===== src/rtl/clps_pkg.sv =====
package clps_pkg;
   // Register addresses on the 5-bit host register port
   localparam logic [4:0] ADDR_CABLE_ATTENUATION_STATUS = 5'h07;
   localparam logic [4:0] ADDR_PULSE_SEGMENT_ONE_AMPLITUDE = 5'h08;
   localparam logic [4:0] ADDR_PULSE_SEGMENT_TWO_AMPLITUDE = 5'h09;

   // Reset values
   localparam logic [7:0] RST_CABLE_ATTENUATION_STATUS = 8'h00;
   localparam logic [7:0] RST_PULSE_SEGMENT_AMPLITUDE = 8'h00;
   localparam logic [7:0] RDATA_UNMAPPED = 8'h00;

   // Field positions
   localparam int CABLE_ATTENUATION_MSB = 5;
   localparam int CABLE_ATTENUATION_LSB = 0;
   localparam int AMP_SIGN_BIT = 6;
   localparam int AMP_MAG_MSB = 5;
   localparam int AMP_MAG_LSB = 0;
   localparam int SEG_RESERVED_BIT = 7;

   // Pulse timing
   localparam int SEGMENTS_PER_PERIOD = 8;
   localparam int SEG_CYCLES_DEFAULT = 16;
   localparam logic [2:0] SEG_INDEX_FIRST = 3'h0;
   localparam logic [2:0] SEG_INDEX_SECOND = 3'h1;
   localparam logic [2:0] SEG_INDEX_LAST = 3'h7;

   // Signed-magnitude amplitude of one segment
   typedef struct packed {
      logic sign;
      logic [5:0] magnitude;
   } clps_amp_s;

   // Host register request
   typedef struct packed {
      logic [4:0] addr;
      logic wr;
      logic rd;
      logic [7:0] wdata;
   } clps_req_s;

   // Pulse sequencer states
   typedef enum logic [1:0] {
      CLPS_IDLE = 2'b00,
      CLPS_RUN = 2'b01
   } clps_state_e;
endpackage


===== src/rtl/clps_cable_loss_pulse_regs.sv =====
// Function
// - The six-bit cable attenuation figure, good to one decibel, is readable but never writable.
// - The attenuation figure follows the receive equalizer setting and sits at address 00111.
// - Bit 5 of that register is the MSB, bit 0 the LSB, and bits 7 and 6 read as zero.
// - In arbitrary pulse mode a pulse is eight consecutive segments filling one master period.
// - The segment amplitudes shape the output only while arbitrary pulse mode is selected.
// - Each segment register holds a seven-bit amplitude code in its low seven bits.
// - The amplitude code is signed magnitude, bit 6 the sign and bits 5 to 0 the magnitude.
// - The register at address 01000 gives the amplitude of the first segment.
// - The register at address 01001 gives the amplitude of the second segment.
// - Reset clears the attenuation figure and both segment registers wholly to zero.
module clps_cable_loss_pulse_regs #(
   parameter int SEG_CYCLES = clps_pkg::SEG_CYCLES_DEFAULT
) (
   input wire logic I_CLOCK, // 200 MHz system clock
   input wire logic I_SRST, // Synchronous reset, active high
   input wire clps_pkg::clps_req_s I_REQ, // Host register request
   output logic [7:0] O_RDATA, // Read data, valid with O_RVALID
   output logic O_RVALID, // Read answer pulse
   input wire logic [5:0] I_EQ_SETTING, // Receive equalizer setting
   input wire logic I_ARB_MODE, // Arbitrary pulse mode selected
   output logic [2:0] O_SEG_INDEX, // Current time segment
   output logic O_SEG_START, // Pulse period start pulse
   output logic O_ARB_ACTIVE, // Sequencer running
   output logic O_AMP_VALID, // Amplitude below comes from this block
   output clps_pkg::clps_amp_s O_AMP // Segment amplitude
);

   // Refuse, at elaboration, a segment length the 16-bit divider cannot count
   if (SEG_CYCLES < 1 || SEG_CYCLES > 65535) begin
      $error("SEG_CYCLES out of range");
   end

   // Last divider count of a segment
   localparam logic [15:0] SEG_LAST_COUNT = 16'(SEG_CYCLES - 1);

   // Host-visible register storage
   logic [7:0] cable_attenuation_status;
   logic [7:0] pulse_segment_one_amplitude;
   logic [7:0] pulse_segment_two_amplitude;

   // Sequencer state and segment divider
   clps_pkg::clps_state_e state;
   clps_pkg::clps_state_e next_state;
   logic [15:0] div_count;
   logic seg_tick;
   logic [2:0] seg_index;
   logic [2:0] next_seg_index;

   // Next values of the registered pulse outputs
   logic next_seg_start;
   logic next_amp_valid;
   clps_pkg::clps_amp_s next_amp;

   // Address match, shared by read and write decode
   function automatic logic addr_hit(input logic [4:0] a, input logic [4:0] target);
      addr_hit = (a == target);
   endfunction

   // Low seven bits as signed magnitude; bit 7 dropped on purpose
   function automatic clps_pkg::clps_amp_s to_amp(input logic [7:0] r);
      clps_pkg::clps_amp_s amp;
      amp.sign = r[clps_pkg::AMP_SIGN_BIT];
      amp.magnitude = r[clps_pkg::AMP_MAG_MSB:clps_pkg::AMP_MAG_LSB];
      to_amp = amp;
   endfunction

   // Attenuation figure tracks the equalizer every cycle; upper bits held at zero
   // No read latch, so a read answer shows the setting of two cycles before
   always_ff @(posedge I_CLOCK) begin
      if (I_SRST) begin
         cable_attenuation_status <= clps_pkg::RST_CABLE_ATTENUATION_STATUS;
      end else begin
         cable_attenuation_status <= {2'h0, I_EQ_SETTING};
      end
   end

   // Segment one register, all eight bits stored
   // Writes to any other address leave it untouched
   always_ff @(posedge I_CLOCK) begin
      if (I_SRST) begin
         pulse_segment_one_amplitude <= clps_pkg::RST_PULSE_SEGMENT_AMPLITUDE;
      end else if (I_REQ.wr && addr_hit(I_REQ.addr,
                   clps_pkg::ADDR_PULSE_SEGMENT_ONE_AMPLITUDE)) begin
         pulse_segment_one_amplitude <= I_REQ.wdata;
      end
   end

   // Segment two register, all eight bits stored
   always_ff @(posedge I_CLOCK) begin
      if (I_SRST) begin
         pulse_segment_two_amplitude <= clps_pkg::RST_PULSE_SEGMENT_AMPLITUDE;
      end else if (I_REQ.wr && addr_hit(I_REQ.addr,
                   clps_pkg::ADDR_PULSE_SEGMENT_TWO_AMPLITUDE)) begin
         pulse_segment_two_amplitude <= I_REQ.wdata;
      end
   end

   // Read port; writes to the status address fall through unused
   // A read and a write to one register in the same cycle return the old value
   always_ff @(posedge I_CLOCK) begin
      if (I_SRST) begin
         O_RDATA <= clps_pkg::RDATA_UNMAPPED;
         O_RVALID <= 1'b0;
      end else begin
         O_RVALID <= I_REQ.rd;
         if (!I_REQ.rd) begin
            O_RDATA <= O_RDATA;
         end else if (addr_hit(I_REQ.addr, clps_pkg::ADDR_CABLE_ATTENUATION_STATUS)) begin
            O_RDATA <= cable_attenuation_status;
         end else if (addr_hit(I_REQ.addr, clps_pkg::ADDR_PULSE_SEGMENT_ONE_AMPLITUDE)) begin
            O_RDATA <= pulse_segment_one_amplitude;
         end else if (addr_hit(I_REQ.addr, clps_pkg::ADDR_PULSE_SEGMENT_TWO_AMPLITUDE)) begin
            O_RDATA <= pulse_segment_two_amplitude;
         end else begin
            O_RDATA <= clps_pkg::RDATA_UNMAPPED; // Unmapped reads as zero
         end
      end
   end

   // Sequencer runs only in arbitrary pulse mode
   // Leaving the mode drops every pulse output to zero at the next edge
   always_comb begin
      next_state = state;
      case (state)
         clps_pkg::CLPS_IDLE: begin
            if (I_ARB_MODE) begin
               next_state = clps_pkg::CLPS_RUN;
            end
         end
         clps_pkg::CLPS_RUN: begin
            if (!I_ARB_MODE) begin
               next_state = clps_pkg::CLPS_IDLE;
            end
         end
         default: begin
            next_state = clps_pkg::CLPS_IDLE;
         end
      endcase
   end

   // State register; reset leaves the sequencer idle
   always_ff @(posedge I_CLOCK) begin
      if (I_SRST) begin
         state <= clps_pkg::CLPS_IDLE;
      end else begin
         state <= next_state;
      end
   end

   // Segment divider; restarts whenever the mode is entered
   assign seg_tick = (state == clps_pkg::CLPS_RUN) && (div_count == SEG_LAST_COUNT);

   // Divider counts one segment, then wraps on the tick
   always_ff @(posedge I_CLOCK) begin
      if (I_SRST || state != clps_pkg::CLPS_RUN) begin
         div_count <= 16'h0000;
      end else if (seg_tick) begin
         div_count <= 16'h0000;
      end else begin
         div_count <= div_count + 16'h0001;
      end
   end

   // Eight segments per period, wrapping after the last
   always_comb begin
      next_seg_index = seg_index;
      if (next_state != clps_pkg::CLPS_RUN) begin
         next_seg_index = clps_pkg::SEG_INDEX_FIRST;
      end else if (seg_tick) begin
         next_seg_index = (seg_index == clps_pkg::SEG_INDEX_LAST) ?
                          clps_pkg::SEG_INDEX_FIRST : seg_index + 3'h1;
      end
   end

   // Segment index register
   always_ff @(posedge I_CLOCK) begin
      if (I_SRST) begin
         seg_index <= clps_pkg::SEG_INDEX_FIRST;
      end else begin
         seg_index <= next_seg_index;
      end
   end

   // Period start on entry into the mode and on each wrap
   assign next_seg_start = (next_state == clps_pkg::CLPS_RUN) &&
                           ((state != clps_pkg::CLPS_RUN) ||
                            (seg_tick && seg_index == clps_pkg::SEG_INDEX_LAST));

   // Amplitude for the segments this block owns; others come from elsewhere
   // Reserved bit 7 is cut off in the conversion and never shapes the pulse
   always_comb begin
      next_amp = '0;
      next_amp_valid = 1'b0;
      if (next_state == clps_pkg::CLPS_RUN) begin
         if (next_seg_index == clps_pkg::SEG_INDEX_FIRST) begin
            next_amp = to_amp(pulse_segment_one_amplitude);
            next_amp_valid = 1'b1;
         end else if (next_seg_index == clps_pkg::SEG_INDEX_SECOND) begin
            next_amp = to_amp(pulse_segment_two_amplitude);
            next_amp_valid = 1'b1;
         end
      end
   end

   // Registered pulse outputs, aligned with the segment index
   // Next values are registered here so no output carries a combinational path
   always_ff @(posedge I_CLOCK) begin
      if (I_SRST) begin
         O_SEG_INDEX <= clps_pkg::SEG_INDEX_FIRST;
         O_SEG_START <= 1'b0;
         O_ARB_ACTIVE <= 1'b0;
         O_AMP_VALID <= 1'b0;
         O_AMP <= '0;
      end else begin
         O_SEG_INDEX <= next_seg_index;
         O_SEG_START <= next_seg_start;
         O_ARB_ACTIVE <= (next_state == clps_pkg::CLPS_RUN);
         O_AMP_VALID <= next_amp_valid;
         O_AMP <= next_amp;
      end
   end

endmodule


===== config.mk =====
export PLATFORM = sky130hd
export DESIGN_NAME = clps_cable_loss_pulse_regs
export DESIGN_NICKNAME = d
export VERILOG_FILES = /design/src/rtl/clps_pkg.sv /design/src/rtl/clps_cable_loss_pulse_regs.sv
export SDC_FILE = /design/constraint.sdc
export NUM_CORES = 1
export LEC_CHECK = 0
export BUFFER_PORTS_ARGS = -buffer_cell sky130_fd_sc_hd__buf_2
export CORE_MARGIN = 8
export CORE_UTILIZATION = 52
export CTS_BUF_LIST = sky130_fd_sc_hd__clkbuf_8
export CTS_CLUSTER_SIZE = 24
export DETAILED_ROUTE_END_ITERATION = 10
export GPL_TIMING_DRIVEN = 1
export PLACE_DENSITY = 0.75
export SYNTH_ARGS = -nofsm -noshare
export SYNTH_HDL_FRONTEND = slang
export SYNTH_SLANG_ARGS = --single-unit

===== constraint.sdc =====
create_clock -name I_CLOCK -period 3.8 [get_ports I_CLOCK]
set_input_delay 0 -clock I_CLOCK [delete_from_list [all_inputs] [get_ports I_CLOCK]]
set_output_delay 0 -clock I_CLOCK [all_outputs]
set_load 0.01 [all_outputs]

==> summary.md, run 1 <==
| Metric | Value |
|---|---|
| Area of the multi-input gates | `1340 um^2` |
| Unrepaired setup endpoints after global routing | `no` |
| Utilization after layout | `65.4%` |
| CP Launch Type | `flop` |
| Proportion of power drawn by the clock network | `46.7%` |
| Data arrival time at the worst-slack endpoint | `2.49 ns` |
| Buffer depth of the longest clock path | `2` |
| Worst-margin pin slew | `0.611 ns` |
| Clock skew after layout | `0.0127 ns` |
| Final-report max-slew violation count | `0` |
| Total nets after synthesis | `305` |
| Starting density of the core | `52.9%` |
| Highest achievable clock rate | `440 MHz` |
| Met3 Resource Use GR | `4.25%` |
| Number of fill cells in the layout | `451` |
| Per-instance average area after synthesis | `9.53 um^2` |
| Met2 GRT Util | `26.2%` |
| Rel. slew slack | `58.8%` |
| Total placed cells including tap cells | `381` |
| Top area cells in the synthesized netlist | `dfxtp_1, mux2i_1, nor2_1` |
| Worst r2r src | `O_SEG_INDEX[0]` |
| Number of buffers created by CTS | `9` |
| Routability congestion estimate from global placement | `0.813` |
| Std-Cell Rows | `26` |
| GRT Max-Usage Layer | `met2` |
| Cell area power density | `422 nW/um^2` |
| Critical path type | `flop to flop` |
| Internal power consumption | `1.08 mW` |
| CTS tree | `built` |
| Result of the run | `finished clean` |
| Pre-CTS setup slack | `1.54 ns` |
| Gr usage total | `16.4%` |
| Number of warnings reported in the yosys synthesis log | `0` |
| Final worst path period share | `59.8%` |
| Critical Path, Cell by Cell | `ha_1, ha_1, nor4b_4, or3b_4, and3_1, o31a_1` |
| GRT Residual Overflow | `0` |
| Dominant register cell in the synthesized netlist | `dfxtp_1` |
| Chip width | `87.4 um` |
| Yosys top cell area share | `46.9%` |
| Die height | `87.4 um` |
| Flop and latch count out of synthesis | `62` |
| Slowest-stage cell, CP | `or3b_4` |
| Setup repair bufs after CTS | `0` |
| Vias after detailed routing | `2,118` |
| Count of mapped cells out of synthesis | `278` |
| Proportion of layout cells with a drive suffix above 1 | `21.7%` |
| Area growth from synthesis to layout | `23.6%` |
| Most frequent cell on the critical path | `ha_1` |
| DRC marker count from the first detailed-route iteration | `90` |
| Crit path from | `O_SEG_INDEX[0]` |
| Number of synthesized flops with an enable pin | `0` |
| Wire length of the first global-routing pass | `9780 um` |
| Remaining design rule violation count | `0` |
| I/O pin count | `46` |
| Type of element capturing the critical path | `flop` |
| Worst EP required | `4.02 ns` |
| Inserted Diodes | `0` |
| Count of different cell masters after synthesis | `38` |
| Clock Tree Root | `clkbuf_8` |
| Number of global-route vias before repair | `2,108` |
| Max-capacitance violation count | `0` |
| Total die area | `7630 um^2` |
| Part of the power in registers | `48.2%` |
| Comb power frac | `5.1%` |
| Routed length per placed instance | `13.9 um` |
| Most common library cells after synthesis | `dfxtp_1, nor2_1, and3_1` |
| Accumulated negative setup slack | `0 ns` |
| Hold_sp | `I_REQ[8]` |
| Number of setup violations in the final report | `0` |
| Share of flip-flops with an asynchronous set or reset after synthesis | `0%` |
| Fin nets | `363` |
| Worst setup margin | `1.53 ns` |
| Power spent charging and discharging nets | `0.299 mW` |
| Detailed Routing Iterations Pass 1 | `4` |
| Drt via density | `5.15` |
| Number of buffers and inverters on the critical path | `0` |
| Max VDD drop | `296 uV` |
| Shortest clock period the worst path allows after layout | `2.27 ns` |
| Footprint of the flip-flops and latches | `1240 um^2` |
| CP Max Fanout | `8` |
| Final non-filler cell total | `411` |
| Area of the core | `5010 um^2` |
| Antenna-violating nets left | `0` |
| Path category of the worst min-delay check | `input port to flop` |
| Most repeated cell in the gate-level netlist after synthesis | `dfxtp_1` |
| Switching share of power | `21.7%` |
| Leak Pwr | `1.52 nW` |
| Maximum level of the CTS H-tree | `3` |
| Largest area contributor in the netlist | `dfxtp_1` |
| Number of sinks handled by clock tree synthesis | `62` |
| Final Routed Wirelength | `5710 um` |
| Cell Area, Synth | `2650 um^2` |
| CP max stage delay | `0.47 ns` |
| CTS clk-pin slew, worst paths | `0.07 ns` |
| Pin count of the biggest net entering global routing | `34` |
| Global routing met1 resource utilization | `19.4%` |
| Antenna violations before repair | `0` |
| Post-detailed-placement half-perimeter wirelength | `3980 um` |
| Number of input and output port buffers inserted | `45` |
| CP top delay family | `simple AND/OR/NAND/NOR gates` |
| Part of the Yosys area used for sequential elements | `46.9%` |
| Clock latency at the later pin of the worst-skew pair | `0.34 ns` |
| Total count of hold-check failures in the final report | `0` |
## state kept, by name, indices dropped and copies added, names as in the netlist, 2 cells and up
register and cells:
div_count 16, O_RDATA 8, pulse_segment_one_amplitude 8, pulse_segment_two_amplitude 8, O_AMP 7, cable_attenuation_status 6, O_SEG_INDEX 3, state 2
## path summary, 6_finish.rpt
check                               endpoint  slack (ns)  depth (start not counted)
worst min-delay path              O_RDATA[5]        0.03                          3
worst min register to register  div_count[0]        0.45                          1
worst max-delay path                O_AMP[3]        1.53                          6
worst max register to register      O_AMP[3]        1.53                          6
## power groups by stage
| stage | logic, mW | clock network, mW | registers, mW |
|---|---|---|---|
| floorplan | 0.0311 | 0 | 0.682 |
| detailed placement | 0.0589 | 0 | 0.680 |
| global route | 0.0764 | 0.688 | 0.667 |
| CTS | 0.0703 | 0.658 | 0.666 |
| global placement | 0.0580 | 0 | 0.680 |
| finish | 0.0697 | 0.645 | 0.666 |
## placed cells by master, fill, tap and decap left out, drive strengths merged, types with 5 or more instances in the layout
cell | netlist | layout
inv | 5 | 5
nor2b | 7 | 7
and3 | 24 | 24
dlygate4sd3 | 0 | 14
dfxtp | 62 | 62
o31a | 7 | 7
nor4b | 8 | 8
nor2 | 55 | 55
a21oi | 6 | 6
mux2i | 22 | 22
nand2 | 15 | 15
clkbuf | 8 | 10
xor2 | 7 | 7
nand3 | 6 | 6
o21ai | 9 | 9
buf | 4 | 45
xnor2 | 6 | 6
## cell type report
cell class,instances,share of cell area [%]
clock buffers,10,4.20
clock inverters,6,2.60
inverters,5,0.573
multi-input cells,199,40.9
flip-flops and latches,62,37.9
well taps,70,2.67
repair buffers,59,11.2
## per-stage QoR
| step | power (mW) | instance area [um^2] | hold WS, ns |
|---|---|---|---|
| after floorplan | 0.713 | 2650 | 0.0716 |
| after global placement | 0.738 | 2910 | 0.209 |
| after detailed placement | 0.739 | 2910 | 0.214 |
| after CTS | 1.39 | 3270 | 0.0135 |
| after global routing | 1.43 | 3270 | 0.0173 |
| final | 1.38 | 3270 | 0.0303 |
## cells by family (layout without fill, tap and decap cells)
group	Yosys count	in the layout	share of synthesized area, %
AOI/OAI and AO/OA	24	24	6.24
adders and majority gates	3	3	1.42
muxes	24	24	9.16
buffers and inverters	17	80	2.60
xor gates and xnor gates	13	13	4.30
DFF	62	62	46.9
and+or+nand+nor	134	134	29.3
other	1	1	0.142
## tightest hold or removal path, delay by kind of cell
family	cells	cell delay, ns
buf+inv	1	0.15
simple gates	2	0.16
## metal layers
metal / up-vias / wire (um)
met3: 9 / 325
met1: 977 / 2680
li1: 1075 / -
met4: 0 / 100
met5: - / 0
met2: 57 / 2600
## what timing repair did
item	CTS	global route
resized for setup	0	0
hold buffers	14	0
endpoints found under the hold margin	22	0
Power figures use the tool's default switching activity.
==> run 2: changes to the inputs <==
clock period = 2.1 ns   (was 3.8 ns; I/O delays follow)
==> run 2 against run 1 <==
Clock power up 48%. Clock skew down 0.0066 ns. Power up 66%. Highest routed layer unchanged.
==> summary.md, run 2 (synthesis results as in run 1) <==
| Metric | Value |
|---|---|
| Clock skew after layout | `0.00615 ns (was 0.0127 ns)` |
| Max VDD drop | `514 uV (was 296 uV)` |
| Critical path type | `flop to flop (unchanged)` |
| Footprint of the flip-flops and latches | `1240 um^2 (about the same)` |
| Pin count of the biggest net entering global routing | `34 (unchanged)` |
| Total die area | `7630 um^2 (unchanged)` |
| Routed metal-1 wirelength | `2670 um (was 2680 um)` |
| Number of input and output port buffers inserted | `45 (unchanged)` |
| Clock latency at the later pin of the worst-skew pair | `0.34 ns (about the same)` |
| CTS tree | `built (unchanged)` |
| Fin nets | `368 (was 363)` |
| Starting density of the core | `52.9% (unchanged)` |
| Pre-CTS setup slack | `0.0358 ns (was 1.54 ns)` |
| DRC marker count from the first detailed-route iteration | `114 (was 90)` |
| Number of global-route vias before repair | `2,095 (was 2,108)` |
| Die height | `87.4 um (unchanged)` |
| Highest achievable clock rate | `499 MHz (was 440 MHz)` |
| Worst EP required | `2.33 ns (was 4.02 ns)` |
| Vias after detailed routing | `2,126 (was 2,118)` |
| Gr usage total | `16.2% (was 16.4%)` |
| Number of buffers created by CTS | `9 (unchanged)` |
| Post-detailed-placement half-perimeter wirelength | `3910 um (was 3980 um)` |
| Slowest-stage cell, CP | `or3b_4 (unchanged)` |
| Wire length on met3 | `366 um (was 325 um)` |
| Detailed Routing Iterations Pass 1 | `4 (unchanged)` |
| CP Launch Type | `flop (unchanged)` |
| CP Max Fanout | `7 (was 8)` |
| Chip width | `87.4 um (unchanged)` |
| Inserted Diodes | `0 (unchanged)` |
| CTS clk-pin slew, worst paths | `0.07 ns (about the same)` |
| Number of setup violations in the final report | `0 (unchanged)` |
| Final worst path period share | `95.5% (was 59.8%)` |
| GRT Residual Overflow | `0 (unchanged)` |
| Data arrival time at the worst-slack endpoint | `2.23 ns (was 2.49 ns)` |
| Maximum level of the CTS H-tree | `3 (unchanged)` |
| Critical Path, Cell by Cell | `ha_2, ha_4, nor4b_4, or3b_4, and3_1, o31a_1 (was ha_1, ha_1, nor4b_4, or3b_4, and3_1, o31a_1)` |
| Flip-flop count of the largest register, all copies and words added | `16 (unchanged)` |
| Path category of the worst min-delay check | `input port to flop (unchanged)` |
| Clock Tree Root | `clkbuf_8 (unchanged)` |
| Most frequent cells in the layout | `dfxtp_1, nor2_1, buf_2 (unchanged)` |
| Remaining design rule violation count | `0 (unchanged)` |
| Cell area power density | `695 nW/um^2 (was 422 nW/um^2)` |
| Rel. slew slack | `61.1% (was 58.8%)` |
| Routability congestion estimate from global placement | `0.827 (was 0.813)` |
| Area of the core | `5010 um^2 (unchanged)` |
| Leak Pwr | `1.53 nW (was 1.52 nW)` |
| CP max stage delay | `0.45 ns (was 0.47 ns)` |
| Final-report max-slew violation count | `0 (unchanged)` |
| Std-Cell Rows | `26 (unchanged)` |
| Type of element capturing the critical path | `flop (unchanged)` |
| Worst setup margin | `0.0943 ns (was 1.53 ns)` |
| Shortest clock period the worst path allows after layout | `2.01 ns (was 2.27 ns)` |
| Unrepaired setup endpoints after global routing | `no (unchanged)` |
| Commonest non-fill, non-tap cell in the layout | `dfxtp_1 (unchanged)` |
| Worst-margin pin slew | `0.583 ns (was 0.611 ns)` |
| Number of fill cells in the layout | `422 (was 451)` |
| Number of sinks handled by clock tree synthesis | `62 (unchanged)` |
| Area growth from synthesis to layout | `24.3% (was 23.6%)` |
| Buffer depth of the longest clock path | `2 (unchanged)` |
| Total count of hold-check failures in the final report | `0 (unchanged)` |
| Accumulated negative setup slack | `0 ns (unchanged)` |
| Max-capacitance violation count | `0 (unchanged)` |
| Final Routed Wirelength | `5650 um (was 5710 um)` |
| Routed length per placed instance | `13.6 um (was 13.9 um)` |
| Result of the run | `finished clean (unchanged)` |
| Drt via density | `5.11 (was 5.15)` |
| I/O pin count | `46 (unchanged)` |
| Antenna violations before repair | `0 (unchanged)` |
| Proportion of layout cells with a drive suffix above 1 | `23.7% (was 21.7%)` |
| Met2 routed WL | `2510 um (was 2600 um)` |
| Wire length of the first global-routing pass | `9680 um (was 9780 um)` |
| Antenna-violating nets left | `0 (unchanged)` |
| Top layer in use | `met4 (unchanged)` |
| Top reg by flops | `div_count (unchanged)` |
| Area of the multi-input gates | `1350 um^2 (was 1340 um^2)` |
run 2: changes by cell type in the layout (fill, tap and decap cells not counted), moves of 2 or more:
| cell | before | now |
|---|---|---|
| bufinv_16 | 2 | 0 |
| clkbuf_8 | 10 | 12 |
| ha_1 | 3 | 1 |
| dfxtp_2 | 0 | 2 |
| dfxtp_1 | 62 | 60 |
| buf_4 | 0 | 5 |
run 2: critical path: cells and delay by family (launching register included):
| family | cells | cell delay, ns |
|---|---|---|
| AOI/OAI and AO/OA | 1 | 0.29 |
| DFF | 1 | 0.34 |
| adders and majority gates | 2 | 0.36 |
| and+or+nand+nor | 3 | 0.92 |
run 2: final cells by class:
| type | count | area share [%] |
|---|---|---|
| tap | 70 | 2.66 |
| timing repair buffer | 64 | 12.2 |
| sequential | 62 | 37.8 |
| inverter | 5 | 0.570 |
| multi-input combinational | 199 | 41.1 |
| clock buffer | 12 | 5.02 |
| clock inverter | 4 | 0.646 |
run 2: path summary, 6_finish.rpt:
check | startpoint | to | slack (ns) | cells after the start
max | O_SEG_INDEX[1] | O_AMP[0] | 0.09 | 6
min | I_REQ[8] | O_RDATA[2] | 0.02 | 3
max reg2reg | O_SEG_INDEX[1] | O_AMP[0] | 0.09 | 6
min reg2reg | div_count[0] | div_count[0] | 0.46 | 1
run 2: what timing repair did:
action / CTS / global route
endpoints found under the hold margin: 22 / 0
gates resized for setup: 0 / 3
hold buffers: 14 / 0
buffers inserted: 0 / 0
setup endpoints to repair: 0 / 7
run 2: through the flow:
stage	util, %	instances	hold slack [ns]	power, mW	instance area [um^2]
6_report	65.7	416	0.0184	2.29	3290
5_1_grt	65.7	416	0.0132	2.38	3290
4_1_cts	65.5	416	0.00625	2.31	3280
3_5_place_dp	58.9	386	0.213	1.34	2950
3_3_place_gp	58.9	386	0.207	1.34	2950
2_1_floorplan	-	278	0.0716	1.29	2650
run 2: where the power goes:
group / internal [mW] / switching, mW
clock: 0.516 / 0.440
combinational: 0.0657 / 0.0624
sequential: 1.20 / 0.00912
run 2: routing by layer:
metal	up-vias	global-route usage, %
met5	-	0
met4	0	7.03
met3	10	5.38
met2	46	26.0
met1	983	19.0
li1	1087	-
